===== src/sgw_regs.svh =====
/*
  Register offsets, field positions, reset values and timing counts of the
  supervisor guard and watchdog block.
  Assumes a 10 MHz core clock and is included by its bare name.
*/
`ifndef SGW_REGS_SVH
`define SGW_REGS_SVH

// ----------------------------------------------------------------------------
// Register offsets on the serial port.
// ----------------------------------------------------------------------------
`define SGW_ADDR_CTRL 8'h00
`define SGW_ADDR_GTIME 8'h01
`define SGW_ADDR_STATUS 8'h02
`define SGW_ADDR_GCOUNT 8'h03
`define SGW_ADDR_SEGUSE 8'h04
`define SGW_ADDR_DIGUSE 8'h05
`define SGW_ADDR_WAKELO 8'h06
`define SGW_ADDR_WAKEHI 8'h07
`define SGW_ADDR_WDOG 8'h09
`define SGW_ADDR_CURR0 8'h0A
`define SGW_ADDR_LAST 8'h0D
`define SGW_READ_FILL 8'hFF

// ----------------------------------------------------------------------------
// Field positions.
// ----------------------------------------------------------------------------
`define SGW_CTRL_GEN 0
`define SGW_CTRL_GCLR 1
`define SGW_CTRL_POWER_CUT_OUT 2
`define SGW_CTRL_LP 3
`define SGW_CTRL_DISP 4
`define SGW_STAT_CUT 0
`define SGW_STAT_WDF 1
`define SGW_STAT_HOT 2
`define SGW_STAT_GRUN 3
`define SGW_WD_MULT_HI 7
`define SGW_WD_MULT_LO 3
`define SGW_WD_RES_HI 2
`define SGW_WD_RES_LO 0

// ----------------------------------------------------------------------------
// Reset values and limits.
// ----------------------------------------------------------------------------
`define SGW_CTRL_RESET 8'h08
`define SGW_GTIME_RESET 4'hA
`define SGW_GTIME_MIN 4'h1
`define SGW_WDOG_RESET 8'h00
`define SGW_DEV_ADDR 7'h2A

// ----------------------------------------------------------------------------
// Watchdog resolution codes and their length in sixteenth-second ticks.
// ----------------------------------------------------------------------------
`define SGW_RES_16TH 3'h0
`define SGW_RES_QUART 3'h1
`define SGW_RES_SEC 3'h2
`define SGW_RES_4SEC 3'h3
`define SGW_RES_MIN 3'h4
`define SGW_TICKS_16TH 10'h001
`define SGW_TICKS_QUART 10'h004
`define SGW_TICKS_SEC 10'h010
`define SGW_TICKS_4SEC 10'h040
`define SGW_TICKS_MIN 10'h3C0

// ----------------------------------------------------------------------------
// Timing: base tick of one sixteenth second, derived from the clock period.
// ----------------------------------------------------------------------------
`define SGW_CLK_NS 100
`define SGW_TICK_US 62500
`define SGW_TICK_CYCLES ((`SGW_TICK_US * 1000) / `SGW_CLK_NS)
`define SGW_TICKS_PER_SEC 5'h10

`endif


===== src/sgw_pkg.sv =====
/*
  Types shared by the supervisor guard and watchdog modules.
  Assumes nothing of its surroundings.
*/
package sgw_pkg;

  // --------------------------------------------------------------------------
  // Serial link states.
  // --------------------------------------------------------------------------
  typedef enum logic [2:0] {
    LINK_IDLE,
    LINK_ADDR,
    LINK_WRITE,
    LINK_READ,
    LINK_RACK
  } sgw_link_state_t;

  typedef logic [7:0] sgw_byte_t;

endpackage


===== src/sgw_reg_if.sv =====
/*
  Byte channel between the serial link front end and the register file.
  Assumes both ends run on the same core clock.
*/
interface sgw_reg_if;
  import sgw_pkg::*;

  logic wrValid;
  logic wrFirst;
  sgw_byte_t wrData;
  logic rdReq;
  sgw_byte_t rdData;

  modport link (
    output wrValid,
    output wrFirst,
    output wrData,
    output rdReq,
    input rdData
  );

  modport regs (
    input wrValid,
    input wrFirst,
    input wrData,
    input rdReq,
    output rdData
  );
endinterface


===== src/sgw_serial_link.sv =====
/*
  Serial slave front end: start and stop detection, bit shifting, address
  match, acknowledge and read data shifting.
  Assumes the clock and data pins are asynchronous and sampled here; the bus
  clock is slow enough for several core cycles per phase.
*/
`include "sgw_regs.svh"

module sgw_serial_link
  import sgw_pkg::*;
#(
  parameter logic [6:0] DEV_ADDR = `SGW_DEV_ADDR // Arbitrary slave address.
) (
  // Clock and reset.
  input wire logic clk,
  input wire logic reset,
  // Bus pins.
  input wire logic scl,
  input wire logic sdaIn,
  output logic sdaOe,
  // Byte channel.
  sgw_reg_if.link bus
);
  import sgw_pkg::*;

  logic sclS1, sclS2, sclS3;
  logic sdaS1, sdaS2, sdaS3;
  sgw_link_state_t state_q;
  logic [2:0] bitCnt_q;
  sgw_byte_t shIn_q;
  sgw_byte_t shOut_q;
  logic ackPend_q;
  logic ackDrive_q;
  logic isRead_q;
  logic firstByte_q;
  logic sclRise, sclFall, startSeen, stopSeen;
  sgw_byte_t fullByte;

  // ----------------------------------------------------------------------------
  // Pin synchronisers and edge detection.
  // ----------------------------------------------------------------------------

  // Two flops per pin, a third keeps the previous settled value.
  always_ff @(posedge clk) begin
    sclS1 <= scl;
    sclS2 <= sclS1;
    sclS3 <= sclS2;
    sdaS1 <= sdaIn;
    sdaS2 <= sdaS1;
    sdaS3 <= sdaS2;
  end

  // Edges and bus conditions are derived from settled samples only.
  assign sclRise = sclS2 & ~sclS3;
  assign sclFall = ~sclS2 & sclS3;
  assign startSeen = sclS2 & sclS3 & sdaS3 & ~sdaS2;
  assign stopSeen = sclS2 & sclS3 & ~sdaS3 & sdaS2;
  assign fullByte = {shIn_q[6:0], sdaS2};

  // ----------------------------------------------------------------------------
  // Link sequencer.
  // ----------------------------------------------------------------------------

  // Shifts only between a start and a stop; pulses leave for one cycle.
  always_ff @(posedge clk) begin
    bus.wrValid <= 1'b0;
    bus.rdReq <= 1'b0;
    if (reset) begin
      state_q <= LINK_IDLE;
      bitCnt_q <= 3'h0;
      shIn_q <= 8'h00;
      shOut_q <= 8'h00;
      ackPend_q <= 1'b0;
      ackDrive_q <= 1'b0;
      isRead_q <= 1'b0;
      firstByte_q <= 1'b0;
      sdaOe <= 1'b0;
      bus.wrFirst <= 1'b0;
      bus.wrData <= 8'h00;
    end else if (startSeen) begin
      state_q <= LINK_ADDR;
      bitCnt_q <= 3'h0;
      ackPend_q <= 1'b0;
      ackDrive_q <= 1'b0;
      sdaOe <= 1'b0;
    end else if (stopSeen) begin
      state_q <= LINK_IDLE;
      sdaOe <= 1'b0;
      ackPend_q <= 1'b0;
      ackDrive_q <= 1'b0;
    end else if (sclRise) begin
      case (state_q)
        LINK_ADDR, LINK_WRITE: begin
          shIn_q <= fullByte;
          bitCnt_q <= bitCnt_q + 3'h1;
          if (bitCnt_q == 3'h7) begin
            if (state_q == LINK_ADDR) begin
              if (fullByte[7:1] == DEV_ADDR) begin
                ackPend_q <= 1'b1;
                isRead_q <= fullByte[0];
                firstByte_q <= 1'b1;
                bus.rdReq <= fullByte[0];
              end else begin
                state_q <= LINK_IDLE;
              end
            end else begin
              bus.wrValid <= 1'b1;
              bus.wrFirst <= firstByte_q;
              bus.wrData <= fullByte;
              firstByte_q <= 1'b0;
              ackPend_q <= 1'b1;
            end
          end
        end
        LINK_READ: begin
          bitCnt_q <= bitCnt_q + 3'h1;
          if (bitCnt_q == 3'h7) begin
            state_q <= LINK_RACK;
          end
        end
        LINK_RACK: begin
          bitCnt_q <= 3'h0;
          if (!sdaS2) begin
            state_q <= LINK_READ;
            bus.rdReq <= 1'b1;
          end else begin
            state_q <= LINK_IDLE;
          end
        end
        default: begin
          bitCnt_q <= 3'h0;
        end
      endcase
    end else if (sclFall) begin
      if (ackPend_q) begin
        ackPend_q <= 1'b0;
        ackDrive_q <= 1'b1;
        sdaOe <= 1'b1;
      end else if (ackDrive_q) begin
        ackDrive_q <= 1'b0;
        bitCnt_q <= 3'h0;
        if (state_q == LINK_ADDR && isRead_q) begin
          state_q <= LINK_READ;
          shOut_q <= bus.rdData;
          sdaOe <= ~bus.rdData[7];
        end else begin
          state_q <= (state_q == LINK_ADDR) ? LINK_WRITE : state_q;
          sdaOe <= 1'b0;
        end
      end else if (state_q == LINK_READ) begin
        if (bitCnt_q == 3'h0) begin
          shOut_q <= bus.rdData;
          sdaOe <= ~bus.rdData[7];
        end else begin
          shOut_q <= {shOut_q[6:0], 1'b1};
          sdaOe <= ~shOut_q[6];
        end
      end else begin
        sdaOe <= 1'b0;
      end
    end
  end
endmodule


===== src/sgw_supervisor.sv =====
/*
  Supervisor top: guard timer with power-cut output, calendar watchdog,
  register file behind the serial port, output gating and wake keys.
  Assumes a 10 MHz core clock, asynchronous pins for the handshake, wake,
  thermal comparators and serial bus, and key states from the scanner on the
  core clock.
*/
// What this block does
// - Guard timeout is 10 s after power-up, then programmable from 1 to 15 s.
// - Software may disable the guard timer; a wake out of power cut runs it again.
// - Host clears guard in time; otherwise power-cut output is asserted.
// - Guard starts on rising ready or wake pin; pressed wake keys, a level, restart it from power cut.
// - Writing the guard clear bit reloads the running guard count with the guard time.
// - Normal mode resumes the held count; boots start from configured value.
// - Watchdog register at 09h holds 5-bit multiplier and 3-bit resolution.
// - Resolution codes select 1/16 s, 1/4 s, 1 s, 4 s or 1 minute.
// - Watchdog timeout equals multiplier times the selected resolution.
// - Watchdog off at power-on and on 00h; any nonzero write enables it.
// - Every watchdog register write restarts the timeout period.
// - Watchdog expiry without a rewrite sets the watchdog flag.
// - Serial data shifts on clock rise only between start and stop.
// - Each received byte is latched whole, then decoded and executed.
// - Writes past the range are dropped; reads past it return all ones.
// - Power-up resets controls, blanks, enters low power, floats outputs.
// - Outputs off above 140 C, back on below 125 C, registers untouched.
// - Low power keeps configuration and restores outputs on leaving it.
// - Every segment has its own 8-step sink current setting.
// - Outputs not assigned to a digit or segment stay high impedance.
// - Any pressed key set may wake; each of 16 keys can be a wake key.
// - Power-cut rises on ready falling, standby command or guard at zero.
// - Guard timer is held inactive while in standby.
`include "sgw_regs.svh"

module sgw_supervisor #(
  parameter int TICK_CYCLES = `SGW_TICK_CYCLES,
  parameter logic [6:0] DEV_ADDR = `SGW_DEV_ADDR // Arbitrary slave address.
) (
  // Clock and reset.
  input wire logic ref_clk,
  input wire logic reset,
  // Host handshake and wake sources.
  input wire logic hostReady,
  input wire logic wakeIn,
  input wire logic [15:0] keyPressed,
  // Thermal comparators.
  input wire logic tempAbove140,
  input wire logic tempBelow125,
  // Serial bus pins.
  input wire logic scl,
  input wire logic sdaIn,
  output logic sdaOut,
  output logic sdaOe,
  // System control.
  output logic power_cut_out,
  output logic wdog_enable_flag,
  output logic watchdogFlag,
  // Display outputs.
  output logic [12:0] outEnable,
  output logic [23:0] segCurrent
);
  import sgw_pkg::*;

  localparam int TW = $clog2(TICK_CYCLES);

  sgw_reg_if bus ();

  logic readyS1, readyS2, readyS3;
  logic wakeS1, wakeS2, wakeS3;
  logic hotS1, hotS2, coolS1, coolS2;
  logic [TW-1:0] tickCnt_q;
  logic tick16_q;
  logic [4:0] subSec_q;
  logic secTick_q;
  sgw_byte_t ctrl_q;
  logic [3:0] guardTime_q;
  logic [3:0] guardCnt_q;
  logic guardRun_q;
  logic powerCut_q;
  sgw_byte_t wdReg_q;
  logic [14:0] wdRemain_q;
  logic wdArmed_q;
  logic wdFlag_q;
  logic hot_q;
  logic [7:0] segUse_q;
  logic [4:0] digUse_q;
  logic [15:0] wakeMask_q;
  sgw_byte_t curr_q [4];
  sgw_byte_t ptr_q;
  logic [12:0] outEn_q;
  logic readyRise, readyFall, wakeRise, keyWake, wakeEvent;
  logic wrHit;

  // ----------------------------------------------------------------------------
  // Serial front end.
  // ----------------------------------------------------------------------------

  // The link drives only low; the pull-up makes the high level.
  sgw_serial_link #(
    .DEV_ADDR(DEV_ADDR)
  ) u_link (
    .clk(ref_clk),
    .reset(reset),
    .scl(scl),
    .sdaIn(sdaIn),
    .sdaOe(sdaOe),
    .bus(bus.link)
  );
  assign sdaOut = 1'b0;

  // ----------------------------------------------------------------------------
  // Pin synchronisers and events.
  // ----------------------------------------------------------------------------

  // Two flops per asynchronous pin; a third flop on ready and wake gives edge history.
  always_ff @(posedge ref_clk) begin
    readyS1 <= hostReady;
    readyS2 <= readyS1;
    readyS3 <= readyS2;
    wakeS1 <= wakeIn;
    wakeS2 <= wakeS1;
    wakeS3 <= wakeS2;
    hotS1 <= tempAbove140;
    hotS2 <= hotS1;
    coolS1 <= tempBelow125;
    coolS2 <= coolS1;
  end

  // Edge events for ready and wake, so a steady high there never retriggers the guard; key wake is a level.
  assign readyRise = readyS2 & ~readyS3;
  assign readyFall = ~readyS2 & readyS3;
  assign wakeRise = wakeS2 & ~wakeS3;
  assign keyWake = |(keyPressed & wakeMask_q);
  assign wakeEvent = readyRise | wakeRise | keyWake;
  assign wrHit = bus.wrValid & ~bus.wrFirst;

  // ----------------------------------------------------------------------------
  // Time base.
  // ----------------------------------------------------------------------------

  // Sixteenth-second tick from the core clock.
  always_ff @(posedge ref_clk) begin
    if (reset) begin
      tickCnt_q <= '0;
      tick16_q <= 1'b0;
    end else if (tickCnt_q == TW'(TICK_CYCLES - 1)) begin
      tickCnt_q <= '0;
      tick16_q <= 1'b1;
    end else begin
      tickCnt_q <= tickCnt_q + TW'(1);
      tick16_q <= 1'b0;
    end
  end

  // One-second tick made of sixteen base ticks.
  always_ff @(posedge ref_clk) begin
    if (reset) begin
      subSec_q <= 5'h00;
      secTick_q <= 1'b0;
    end else begin
      secTick_q <= 1'b0;
      if (tick16_q) begin
        if (subSec_q == `SGW_TICKS_PER_SEC - 5'h01) begin
          subSec_q <= 5'h00;
          secTick_q <= 1'b1;
        end else begin
          subSec_q <= subSec_q + 5'h01;
        end
      end
    end
  end

  // ----------------------------------------------------------------------------
  // Control registers.
  // ----------------------------------------------------------------------------

  // Control, guard period, output assignment, wake keys and currents.
  always_ff @(posedge ref_clk) begin
    if (reset) begin
      ctrl_q <= `SGW_CTRL_RESET;
      guardTime_q <= `SGW_GTIME_RESET;
      segUse_q <= 8'h00;
      digUse_q <= 5'h00;
      wakeMask_q <= 16'h0000;
      for (int i = 0; i < 4; i++) begin
        curr_q[i] <= 8'h00;
      end
    end else if (wrHit) begin
      case (ptr_q)
        `SGW_ADDR_CTRL: ctrl_q <= bus.wrData & 8'h19;
        `SGW_ADDR_GTIME: begin
          guardTime_q <= (bus.wrData[3:0] == 4'h0) ? `SGW_GTIME_MIN : bus.wrData[3:0];
        end
        `SGW_ADDR_SEGUSE: segUse_q <= bus.wrData;
        `SGW_ADDR_DIGUSE: digUse_q <= bus.wrData[4:0];
        `SGW_ADDR_WAKELO: wakeMask_q[7:0] <= bus.wrData;
        `SGW_ADDR_WAKEHI: wakeMask_q[15:8] <= bus.wrData;
        8'h0A, 8'h0B, 8'h0C, 8'h0D: begin
          curr_q[2'(ptr_q - `SGW_ADDR_CURR0)] <= bus.wrData & 8'h77;
        end
        default: begin
        end
      endcase
    end
  end

  // ----------------------------------------------------------------------------
  // Guard timer and power cut.
  // ----------------------------------------------------------------------------

  // Cold boot runs the guard from its default; later events follow priority.
  always_ff @(posedge ref_clk) begin
    if (reset) begin
      guardRun_q <= 1'b1;
      guardCnt_q <= `SGW_GTIME_RESET;
      powerCut_q <= 1'b0;
    end else if (powerCut_q) begin
      guardRun_q <= 1'b0;
      if (wakeEvent) begin
        powerCut_q <= 1'b0;
        guardRun_q <= 1'b1;
        guardCnt_q <= guardTime_q;
      end
    end else if (readyFall) begin
      powerCut_q <= 1'b1;
      guardRun_q <= 1'b0;
    end else if (wrHit && ptr_q == `SGW_ADDR_CTRL && bus.wrData[`SGW_CTRL_POWER_CUT_OUT]) begin
      powerCut_q <= 1'b1;
      guardRun_q <= 1'b0;
    end else if (readyRise || wakeRise) begin
      guardRun_q <= ctrl_q[`SGW_CTRL_GEN];
      guardCnt_q <= guardTime_q;
    end else if (wrHit && ptr_q == `SGW_ADDR_CTRL) begin
      guardRun_q <= bus.wrData[`SGW_CTRL_GEN];
      if (bus.wrData[`SGW_CTRL_GCLR]) begin
        guardCnt_q <= guardTime_q;
      end
    end else if (secTick_q && guardRun_q) begin
      if (guardCnt_q <= 4'h1) begin
        guardCnt_q <= 4'h0;
        guardRun_q <= 1'b0;
        powerCut_q <= 1'b1;
      end else begin
        guardCnt_q <= guardCnt_q - 4'h1;
      end
    end
  end

  // ----------------------------------------------------------------------------
  // Calendar watchdog.
  // ----------------------------------------------------------------------------

  // Length of one resolution step in sixteenth-second ticks.
  function automatic logic [9:0] resTicks(input logic [2:0] res);
    case (res)
      `SGW_RES_16TH: resTicks = `SGW_TICKS_16TH;
      `SGW_RES_QUART: resTicks = `SGW_TICKS_QUART;
      `SGW_RES_SEC: resTicks = `SGW_TICKS_SEC;
      `SGW_RES_4SEC: resTicks = `SGW_TICKS_4SEC;
      `SGW_RES_MIN: resTicks = `SGW_TICKS_MIN;
      default: resTicks = 10'h000;
    endcase
  endfunction

  // Each write reloads the period; expiry sets the flag, set wins over clear.
  always_ff @(posedge ref_clk) begin
    if (reset) begin
      wdReg_q <= `SGW_WDOG_RESET;
      wdRemain_q <= 15'h0000;
      wdArmed_q <= 1'b0;
      wdFlag_q <= 1'b0;
    end else begin
      if (wrHit && ptr_q == `SGW_ADDR_STATUS && bus.wrData[`SGW_STAT_WDF]) begin
        wdFlag_q <= 1'b0;
      end
      if (wrHit && ptr_q == `SGW_ADDR_WDOG) begin
        wdReg_q <= bus.wrData;
        wdArmed_q <= (bus.wrData != 8'h00);
        wdRemain_q <= 15'(bus.wrData[`SGW_WD_MULT_HI:`SGW_WD_MULT_LO])
                      * 15'(resTicks(bus.wrData[`SGW_WD_RES_HI:`SGW_WD_RES_LO]));
      end else if (tick16_q && wdArmed_q) begin
        if (wdRemain_q <= 15'h0001) begin
          wdRemain_q <= 15'h0000;
          wdArmed_q <= 1'b0;
          wdFlag_q <= 1'b1;
        end else begin
          wdRemain_q <= wdRemain_q - 15'h0001;
        end
      end
    end
  end

  // ----------------------------------------------------------------------------
  // Thermal cut-off and output enables.
  // ----------------------------------------------------------------------------

  // Hysteresis between the two comparators; registers are not touched.
  always_ff @(posedge ref_clk) begin
    if (reset) begin
      hot_q <= 1'b0;
    end else if (hotS2) begin
      hot_q <= 1'b1;
    end else if (coolS2) begin
      hot_q <= 1'b0;
    end
  end

  // Only assigned pins drive, and only when lit, awake and cool.
  always_ff @(posedge ref_clk) begin
    if (reset) begin
      outEn_q <= 13'h0000;
    end else if (ctrl_q[`SGW_CTRL_LP] || !ctrl_q[`SGW_CTRL_DISP] || hot_q) begin
      outEn_q <= 13'h0000;
    end else begin
      outEn_q <= {digUse_q, segUse_q};
    end
  end

  // ----------------------------------------------------------------------------
  // Register pointer and read data.
  // ----------------------------------------------------------------------------

  // Pointer loads from the first byte and advances, sticking at the top.
  always_ff @(posedge ref_clk) begin
    if (reset) begin
      ptr_q <= 8'h00;
    end else if (bus.wrValid && bus.wrFirst) begin
      ptr_q <= bus.wrData;
    end else if ((wrHit || bus.rdReq) && ptr_q != 8'hFF) begin
      ptr_q <= ptr_q + 8'h01;
    end
  end

  // Read byte ready well before the next falling bus clock.
  always_ff @(posedge ref_clk) begin
    if (reset) begin
      bus.rdData <= `SGW_READ_FILL;
    end else if (bus.rdReq) begin
      case (ptr_q)
        `SGW_ADDR_CTRL: bus.rdData <= ctrl_q;
        `SGW_ADDR_GTIME: bus.rdData <= {4'h0, guardTime_q};
        `SGW_ADDR_STATUS: bus.rdData <= {4'h0, guardRun_q, hot_q, wdFlag_q, powerCut_q};
        `SGW_ADDR_GCOUNT: bus.rdData <= {4'h0, guardCnt_q};
        `SGW_ADDR_SEGUSE: bus.rdData <= segUse_q;
        `SGW_ADDR_DIGUSE: bus.rdData <= {3'h0, digUse_q};
        `SGW_ADDR_WAKELO: bus.rdData <= wakeMask_q[7:0];
        `SGW_ADDR_WAKEHI: bus.rdData <= wakeMask_q[15:8];
        8'h08: bus.rdData <= 8'h00;
        `SGW_ADDR_WDOG: bus.rdData <= wdReg_q;
        8'h0A, 8'h0B, 8'h0C, 8'h0D: bus.rdData <= curr_q[2'(ptr_q - `SGW_ADDR_CURR0)];
        default: bus.rdData <= `SGW_READ_FILL;
      endcase
    end
  end

  // ----------------------------------------------------------------------------
  // Outputs.
  // ----------------------------------------------------------------------------

  // All outputs come from flops, except sdaOut, which is tied low.
  assign power_cut_out = powerCut_q;
  assign wdog_enable_flag = wdArmed_q;
  assign watchdogFlag = wdFlag_q;
  assign outEnable = outEn_q;
  assign segCurrent = {curr_q[3][6:4], curr_q[3][2:0], curr_q[2][6:4], curr_q[2][2:0],
                       curr_q[1][6:4], curr_q[1][2:0], curr_q[0][6:4], curr_q[0][2:0]};
endmodule


===== config.mk =====
export PLATFORM = sky130hd
export DESIGN_NAME = sgw_supervisor
export DESIGN_NICKNAME = d
export VERILOG_FILES = /design/src/sgw_pkg.sv /design/src/sgw_reg_if.sv /design/src/sgw_serial_link.sv /design/src/sgw_supervisor.sv
export VERILOG_INCLUDE_DIRS = /design/src
export SDC_FILE = /design/constraint.sdc
export NUM_CORES = 1
export LEC_CHECK = 0
export ABC_AREA = 0
export BUFFER_PORTS_ARGS = -buffer_cell sky130_fd_sc_hd__buf_2
export CAP_MARGIN = 20
export CORE_MARGIN = 5
export CORE_UTILIZATION = 49
export DETAILED_ROUTE_END_ITERATION = 8
export PLACE_DENSITY_LB_ADDON = 0.15
export SYNTH_ARGS = -nofsm -noshare
export SYNTH_HDL_FRONTEND = slang
export SYNTH_SLANG_ARGS = --single-unit

===== constraint.sdc =====
create_clock -name ref_clk -period 3.95 [get_ports ref_clk]
set_clock_uncertainty 0.2 [all_clocks]
set_input_delay 0.79 -clock ref_clk [delete_from_list [all_inputs] [get_ports ref_clk]]
set_output_delay 0.79 -clock ref_clk [all_outputs]
set_load 0.03 [all_outputs]

==> flow_summary.json, run 1 <==
{
  "netlist.area_leader.share": 0.3469,
  "path_cells": "buf_4 > nand3b_1 > nand2b_4 > buf_4 > and2_1 > ha_1 > ha_1 > fa_1 > ha_1 > a21oi_1 > o21a_1 > o21ai_1 > a2111oi_1 > a41o_1 > a211oi_1",
  "max_stage_delay_ns": 0.48,
  "cts_tree": "done",
  "dpl.cell_count": 1462,
  "start_kind": "flip-flop",
  "drive_above_1_share": 0.1478,
  "pre_cts_ws_ns": 0.04300,
  "hp-start": "readyS1",
  "synthToLayoutAreaGrowth_pct": 13.86,
  "power.leakage_nw": 4.492,
  "placed_area_sq_um": 10880,
  "worst-setup-path-type": "flip-flop to flip-flop",
  "fillers": 1909,
  "end_kind": "flip-flop",
  "die_w_um": 154.0,
  "drt_iter0_markers": 760,
  "regArea_sq_um": 4245,
  "fin_area_sq_um": 11560,
  "r2r_start": "u_link.bus.wrData[0]",
  "multi_input_area_sq_um": 5535,
  "power-per-cell-area_nw_per_um2": 353.3,
  "first_global_vias": 7881,
  "final_cells": 1495,
  "initial_core_util": 0.5004,
  "dieArea_sq_um": 23710,
  "slew_headroom": 0.4415,
  "port_buffers": 64,
  "holdPathEnd": "readyS2",
  "final_max_slew_viol_count": 0,
  "grt_pass1_wl_mm": 42.68,
  "fmax_mhz": 263.2,
  "cts_hold_buf": 0,
  "drv_cap": 0,
  "yosysUniqueCellTypes": 80,
  "worst_slew_pin_slew_ns": 0.8289,
  "cts_buffers": 17,
  "synthTopCellsByArea": "dfxtp_1 35%, edfxtp_1 7.1%, nor2_1 6.2%, ha_1 5.3%, mux2i_1 5.1%",
  "hold_violations": 0,
  "place_congestion": 0.9027,
  "cp_data_required_time_ns": 4.07,
  "final_util": 0.5697,
  "synthesis.instances": 1149,
  "reg2reg_depth": 15,
  "worstSkewPairLatency_ns": 0.44,
  "fp.dieH_um": 154.0,
  "synth_top_area_cell": "dfxtp_1",
  "wl_per_cell_um": 17.69,
  "r2r_slack_ns": 0.15,
  "crit_slowest_cell": "fa_1",
  "avgSynthCellArea_sq_um": 8.840,
  "ant_nets": 0,
  "nets": 1290,
  "yosysWarnings": 0,
  "holdWs_ns": 0.1291,
  "synth-seq-cells": 200,
  "cts_sinks": 200,
  "grt_use_total": 0.2224,
  "crit_top_cell": "ha_1",
  "setup_viol": 0,
  "antenna_found_initial": 0,
  "cts-root-buf": "clkbuf_16",
  "grt_max_degree": 55,
  "peakVddDrop_v": 0.0002605,
  "cp.arrival_ns": 3.92,
  "r2r-end": "wdRemain_q[13]",
  "clk_pin_slew_ns": 0.08,
  "clockBufferDepth": 2,
  "io_pins": 66,
  "fin_setup_tns_ns": 0,
  "ys.flop_type": "dfxtp_1",
  "hp-class": "flip-flop to flip-flop",
  "totalWireLength_mm": 26.45,
  "core_area_sq_um": 20300,
  "critPathBufInv": 2,
  "netlist_area_sq_um": 10160,
  "critPathTopFamily": "adder cells",
  "synthArstFlopShare": 0,
  "place_hpwl_mm": 19.40,
  "htree_levels": 4,
  "min_path_cells": 0,
  "yosysSeqAreaShare": 0.4178,
  "post-route-min-period_ns": 3.800,
  "overflow": 0,
  "dr.pass1.iters": 5,
  "vias": 8456,
  "drc": 0,
  "vias_per_cell": 5.656,
  "outcome": "completed",
  "timing.final.ws_setup_ns": 0.1502,
  "diodes": 0,
  "period_share": 0.9620,
  "row_count": 52,
  "p_total_mw": 4.086,
  "crit_fanout": 9,
  "synth.net_count": 1227,
  "synth-edff-count": 24
}
-- what timing repair did --
action | CTS | global route
buffers inserted | 0 | 1
setup endpoints to repair | 0 | 5
resized for setup | 0 | 14
-- state kept, by name, indices dropped and copies added (netlist names), 4 cells and up --
signal / flops
bus.rdData: 8
u_link.shIn_q: 7
u_link.shOut_q: 7
digUse_q: 5
wdRemain_q: 15
wakeMask_q: 16
outEnable: 13
guardTime_q: 4
tickCnt_q: 20
curr_q: 24
ptr_q: 8
wdReg_q: 8
u_link.bus.wrData: 8
segUse_q: 8
guardCnt_q: 4
subSec_q: 5
-- worst max-delay path by stage --
stage | from | to | slack, ns | cells past startpoint
3_3_place_gp | u_link.bus.wrData[1] | wdRemain_q[14] | 0.17 | 16
5_1_grt | u_link.bus.wrData[1] | wdRemain_q[11] | -0.05 | 17
6_report | u_link.bus.wrData[0] | wdRemain_q[13] | 0.15 | 15
2_1_floorplan | u_link.bus.wrData[2] | wdRemain_q[13] | 0.06 | 15
4_1_cts | u_link.bus.wrData[1] | wdRemain_q[13] | 0.04 | 16
3_5_place_dp | u_link.bus.wrData[1] | wdRemain_q[13] | 0.04 | 16
-- cell usage after synthesis, types with 4 or more instances --
| cell type | n |
|---|---|
| and2_1 | 32 |
| a211oi_1 | 22 |
| nand3b_1 | 4 |
| nand2_1 | 120 |
| o22ai_1 | 4 |
| a21oi_1 | 67 |
| ha_1 | 43 |
| a221oi_1 | 6 |
| a31oi_1 | 11 |
| mux2_2 | 4 |
| nand2b_1 | 8 |
| inv_1 | 55 |
| and3_1 | 10 |
| nor4_1 | 10 |
| or4_1 | 5 |
| xnor2_1 | 20 |
| fa_1 | 11 |
| or3_1 | 5 |
| nor2b_1 | 6 |
| a22oi_1 | 13 |
| dfxtp_1 | 176 |
| mux4_2 | 6 |
| nor2_1 | 167 |
| mux2i_1 | 52 |
| a222oi_1 | 4 |
| nand4_1 | 9 |
| xor2_1 | 20 |
| or2_2 | 7 |
| buf_2 | 4 |
| nand3_1 | 40 |
| nor3b_1 | 10 |
| o21ai_0 | 32 |
| nor3_1 | 15 |
| edfxtp_1 | 24 |
| clkbuf_1 | 49 |
-- logic make-up (layout without fill, tap and decap cells) --
group,after synthesis,count (layout),share of synthesized area
and+or+nand+nor,470,470,0.2251
AOI/OAI and AO/OA,205,205,0.1329
DFF,200,200,0.4178
buffers and inverters,117,193,0.04570
muxes,62,62,0.06898
adders and majority gates,54,54,0.07465
xor gates and xnor gates,40,40,0.03449
other,1,1,0.0003692
-- power breakdown --
group          total [mW]  switching, mW  internal, mW
clock network        1.81          0.852         0.961
registers            2.10         0.0224          2.08
logic               0.167          0.112        0.0549
total                4.09          0.987          3.10
-- cell usage in the layout, fill, tap and decap left out, types with 11 or more instances in the layout --
cell type and count:
dfxtp_1 175, nand2_1 120, nand3_1 40, nor2_1 167
clkbuf_16 17, a31oi_1 11, ha_1 41, a211oi_1 22
a22oi_1 13, buf_2 63, o21ai_0 31, xor2_1 20
and2_1 32, fa_1 11, mux2i_1 52, a21oi_1 65
buf_4 42, edfxtp_1 24, inv_1 54, xnor2_1 20
nor3_1 14
-- metal layers --
metal  up-vias  global-route usage  share of wire
li1       4156                   -              -
met1      3971              0.3297           0.48
met2       291              0.3334           0.44
met3        38             0.04188          0.067
met4         0             0.05887          0.018
met5         -                   0              0
-- area by class of cell --
type | count | share of cell area
tap | 270 | 0.02921
clock inverter | 15 | 0.01558
multi-input combinational | 832 | 0.4786
clock buffer | 17 | 0.03678
sequential | 200 | 0.3671
timing repair buffer | 105 | 0.05453
inverter | 56 | 0.01818
No activity file was read; power rests on OpenSTA's default activity.
==> run 2: changes to the inputs <==
CELL_PAD_IN_SITES_DETAIL_PLACEMENT = 1   (was default)
CELL_PAD_IN_SITES_GLOBAL_PLACEMENT = 2   (was default)
CORE_UTILIZATION = 34   (was 49)
==> flow_summary.json, run 2 (synthesis gave the netlist of run 1 again) <==
{
  "min_path_cells": 0,
  "fp.dieH_um": 182.8,
  "initial_core_util": 0.3436,
  "holdWs_ns": 0.1317,
  "cp.arrival_ns": 3.84,
  "diodes": 0,
  "first_global_vias": 8690,
  "p_sw_frac": 0.2519,
  "row_count": 63,
  "grt_max_degree": 109,
  "core_area_sq_um": 29560,
  "clockBufferDepth": 2,
  "ant_nets": 0,
  "peakVddDrop_v": 0.0003059,
  "crit_fanout": 11,
  "power.leakage_nw": 4.460,
  "slew_headroom": 0.4445,
  "outcome": "completed",
  "period_share": 0.9409,
  "top_register": "curr_q",
  "dpl.cell_count": 1582,
  "r2r-end": "wdRemain_q[11]",
  "io_pins": 66,
  "dr.pass1.iters": 5,
  "largest_reg_flops": 24,
  "drv_cap": 0,
  "cts_buffers": 17,
  "internal_power_mw": 2.962,
  "combPwrFrac": 0.043,
  "start_kind": "flip-flop",
  "reg2reg_depth": 17,
  "drt_iter0_markers": 523,
  "grt_use_total": 0.1898,
  "worst_slew_pin_slew_ns": 0.8321,
  "antenna_found_initial": 1,
  "layout_common_cells": "174 x dfxtp_1, 167 x nor2_1, 120 x nand2_1",
  "power-per-cell-area_nw_per_um2": 339.2,
  "place_congestion": 0.8161,
  "htree_levels": 4,
  "pwr-share-clk": 0.424,
  "wl_per_cell_um": 19.54,
  "holdPathEnd": "readyS2",
  "setup_viol": 0,
  "hp-class": "flip-flop to flip-flop",
  "hold_violations": 0,
  "cp_data_required_time_ns": 4.07,
  "worst-setup-path-type": "flip-flop to flip-flop",
  "power_switching_mw": 0.9974,
  "drive_above_1_share": 0.1486,
  "clk_pin_slew_ns": 0.08,
  "fmax_mhz": 269.1,
  "crit_top_cell": "buf_4",
  "max_stage_delay_ns": 0.47,
  "fillers": 3480,
  "cts-root-buf": "clkbuf_16",
  "synthToLayoutAreaGrowth_pct": 14.93,
  "totalWireLength_mm": 31.56,
  "drc": 0,
  "crit_slowest_cell": "fa_1",
  "cts_sinks": 200,
  "r2r_start": "u_link.bus.wrData[0]",
  "overflow": 0,
  "nets": 1290,
  "vias_per_cell": 5.237,
  "die_w_um": 182.8,
  "top_regs": "curr_q: 24 flops, tickCnt_q: 20 flops, wakeMask_q: 16 flops",
  "final_max_slew_viol_count": 0,
  "vias": 8458,
  "cts_hold_buf": 0,
  "grt_pass1_wl_mm": 50.51,
  "place_hpwl_mm": 23.57,
  "port_buffers": 64,
  "final_cells": 1615,
  "post-route-min-period_ns": 3.716,
  "path_cells": "buf_4 > nor3_1 > buf_4 > and2_1 > ha_1 > inv_1 > fa_1 > inv_1 > fa_1 > ha_4 > nand3b_1 > o21a_1 > o21ai_2 > buf_4 > xor2_1 > a221oi_1 > nor2_1",
  "end_kind": "flip-flop",
  "worstSkewPairLatency_ns": 0.45,
  "p_seq_frac": 0.532,
  "final_common_cell": "dfxtp_1",
  "cts_tree": "done",
  "dieArea_sq_um": 33430,
  "r2r_slack_ns": 0.23,
  "hp-start": "readyS1"
}
-- run 2: layout make-up --
type | count | area (sq um) | share of cell area
multi-input cells | 832 | 5540 | 0.4746
flip-flops and latches | 200 | 4247 | 0.3638
repair buffers | 105 | 643.1 | 0.05509
well taps | 390 | 488.0 | 0.04180
clock buffers | 18 | 429.2 | 0.03676
inverters | 56 | 210.2 | 0.01801
clock inverters | 14 | 116.4 | 0.009968
-- run 2: power groups by stage --
stage	Sequential (mW)	Clock [mW]	Combinational [mW]
after floorplan	2.18	0	0.0858
after global placement	2.16	0	0.174
after detailed placement	2.16	0	0.174
after CTS	2.11	1.74	0.175
after global routing	2.11	1.81	0.188
final	2.11	1.68	0.172
-- run 2: per-layer routing --
layer  wire length, um  global-route usage  up-vias
li1                  -                   -     4144
met1             15450              0.2662     4176
met2             14910              0.3115      113
met3               837             0.03193       25
met4               365             0.03754        0
met5                 0                   0        -
-- run 2: what timing repair did --
| action | 4_1_cts | 5_1_grt |
|---|---|---|
| gates resized for setup | 2 | 14 |
| pin swaps | 1 | 0 |
| cloned | 0 | 0 |
| endpoints found under the hold margin | 0 | 0 |
| setup endpoints to repair | 1 | 5 |
| buffers inserted | 0 | 1 |
-- run 2: how the worst max path moves through the flow --
stage                     end                  from
6_report       wdRemain_q[11]  u_link.bus.wrData[0]
5_1_grt        wdRemain_q[11]  u_link.bus.wrData[0]
4_1_cts        wdRemain_q[13]  u_link.bus.wrData[2]
3_5_place_dp   wdRemain_q[13]  u_link.bus.wrData[2]
3_3_place_gp   wdRemain_q[13]  u_link.bus.wrData[2]
2_1_floorplan  wdRemain_q[13]  u_link.bus.wrData[2]
-- run 2: metrics by stage --
stage | worst slack (ns) | instance area [sq um] | total power [mW] | setup TNS [ns] | utilization
final | 0.2335 | 11670 | 3.959 | 0 | 0.3949
after global routing | -0.003483 | 11670 | 4.112 | -0.003483 | 0.3949
after CTS | 0.04232 | 11590 | 4.019 | 0 | 0.3922
after detailed placement | -0.02454 | 11040 | 2.330 | -0.02454 | 0.3736
after global placement | 0.1232 | 11040 | 2.329 | 0 | 0.3736
after floorplan | 0.06441 | 10160 | 2.261 | 0 | -
-- run 2: worst max-delay path: cells and delay by family (launching register included) --
kind / cells / cell delay, ns
xor+xnor: 1 / 0.06
buf+inv: 5 / 0.62
fa+ha+maj: 4 / 1.29
compound gates: 3 / 0.63
flops: 1 / 0.34
simple gates: 4 / 0.46
==> run 3: changes to the inputs <==
CORE_UTILIZATION = 30   (was 34)
clock period = 4 ns   (was 3.95 ns; I/O delays follow)
==> flow_summary.json, run 3 (synthesis gave the netlist of run 1 again) <==
{
  "drt_iter0_markers": 454,
  "peakVddDrop_v": 0.0002968,
  "cts_hold_buf": 0,
  "post-route-min-period_ns": 3.783,
  "overflow": 0,
  "grt-busiest-layer": "met2",
  "ctsResizeCount": 0,
  "final_max_slew_viol_count": 0,
  "port_buffers": 64,
  "placed_area_sq_um": 11120,
  "internal_power_mw": 2.985,
  "core_area_sq_um": 33450,
  "p_seq_frac": 0.523,
  "fp.dieH_um": 194.0,
  "clk_pin_slew_ns": 0.08,
  "combPwrFrac": 0.043,
  "diodes": 0,
  "first_global_vias": 8579,
  "met3_usage": 0.02641,
  "pwr-share-clk": 0.434,
  "setup_viol": 0,
  "antenna_found_initial": 1,
  "start_kind": "flip-flop",
  "power_switching_mw": 0.9931,
  "htree_levels": 4,
  "grt_use_total": 0.1690,
  "drv_cap": 0,
  "fmax_mhz": 264.3,
  "clockBufferDepth": 2,
  "grt_pass1_wl_mm": 50.93,
  "wl_per_cell_um": 19.10,
  "cts_sinks": 200,
  "top_regs": "curr_q: 24 flops, tickCnt_q: 20 flops, wakeMask_q: 16 flops",
  "initial_core_util": 0.3037,
  "cts_tree": "done",
  "hp-class": "flip-flop to flip-flop",
  "cts-root-buf": "clkbuf_16",
  "fillers": 3939,
  "drive_above_1_share": 0.1453,
  "vias": 8349,
  "synthToLayoutAreaGrowth_pct": 15.50,
  "drc": 0,
  "holdWs_ns": 0.1286,
  "timing.final.ws_setup_ns": 0.2165,
  "p_total_mw": 3.978,
  "totalWireLength_mm": 31.96,
  "dr.pass1.iters": 7,
  "cp_data_required_time_ns": 4.12,
  "fin_area_sq_um": 11730,
  "use_met2": 0.2762,
  "layout_common_cells": "174 x dfxtp_1, 167 x nor2_1, 120 x nand2_1",
  "grt_max_degree": 110,
  "place_hpwl_mm": 23.85,
  "nets": 1290,
  "hold_violations": 0,
  "worst_slew_pin_slew_ns": 0.8350,
  "p_sw_frac": 0.2496,
  "end_kind": "flip-flop",
  "largest_reg_flops": 24,
  "top_register": "curr_q",
  "final_util": 0.3507,
  "power-per-cell-area_nw_per_um2": 339.1,
  "ant_nets": 0,
  "io_pins": 66,
  "pre_cts_ws_ns": 0.03434,
  "place_congestion": 0.7570,
  "worst-setup-path-type": "flip-flop to flip-flop",
  "dieArea_sq_um": 37640,
  "cp.arrival_ns": 3.91,
  "regArea_sq_um": 4247,
  "grt_util_met1": 0.2410,
  "slew_headroom": 0.4390,
  "final_common_cell": "dfxtp_1",
  "crit_fanout": 5,
  "worstSkewPairLatency_ns": 0.45,
  "outcome": "completed",
  "vias_per_cell": 4.990,
  "die_w_um": 194.0,
  "row_count": 67,
  "power.leakage_nw": 4.477,
  "multi_input_area_sq_um": 5499,
  "post_cts_buffers": 0,
  "cts_buffers": 17,
  "period_share": 0.9459
}
[run 3: changes by cell type in the layout (fill, tap and decap cells not counted), moves of 2 or more]
cell,previous run,this run
a21oi_1,65,67
a21oi_2,2,0
clkinv_1,3,1
ha_4,3,1
[run 3: power by group through the flow]
| stage | clock network (mW) | logic, mW | registers [mW] |
|---|---|---|---|
| after global routing | 1.88 | 0.187 | 2.09 |
| final | 1.73 | 0.170 | 2.08 |
| after CTS | 1.80 | 0.173 | 2.08 |
| after detailed placement | 0 | 0.172 | 2.13 |
| after floorplan | 0 | 0.0848 | 2.15 |
| after global placement | 0 | 0.172 | 2.13 |
[run 3: critical path, cell delays in order (launching register included)]
cell	delay (ns)
dfxtp_1	0.32
nor3b_2	0.15
buf_4	0.15
nand2_1	0.12
inv_2	0.07
fa_1	0.50
inv_1	0.05
fa_1	0.53
inv_1	0.04
ha_1	0.29
ha_2	0.32
a21oi_1	0.19
o21ai_1	0.12
buf_4	0.15
xor2_1	0.15
a221oi_1	0.25
nor2_1	0.06
[run 3: final timing paths]
kind,from,endpoint,slack (ns),cells past startpoint
setup / recovery,u_link.bus.wrData[2],wdRemain_q[11],0.22,16
hold / removal,wakeS1,wakeS2,0.13,0
setup reg to reg,u_link.bus.wrData[2],wdRemain_q[11],0.22,16
hold reg to reg,wakeS1,wakeS2,0.13,0
[run 3: metal layers]
layer / vias to the layer above / share of wire
met5: - / 0
met4: 0 / 0.0055
met3: 7 / 0.028
met2: 104 / 0.47
met1: 4091 / 0.50
li1: 4147 / -
[run 3: area by class of cell]
class	instances	share of cell area
multi-input cells	832	0.4687
flip-flops and latches	200	0.3620
repair buffers	105	0.05461
well taps	448	0.04778
clock buffers	20	0.03989
inverters	56	0.01792
clock inverters	12	0.009066
[run 3: per-stage QoR]
stage                      TNS, ns  instances
after floorplan                  0       1149
final                            0       1673
after CTS                        0       1672
after global routing      -0.02324       1673
after detailed placement         0       1640
after global placement           0       1640
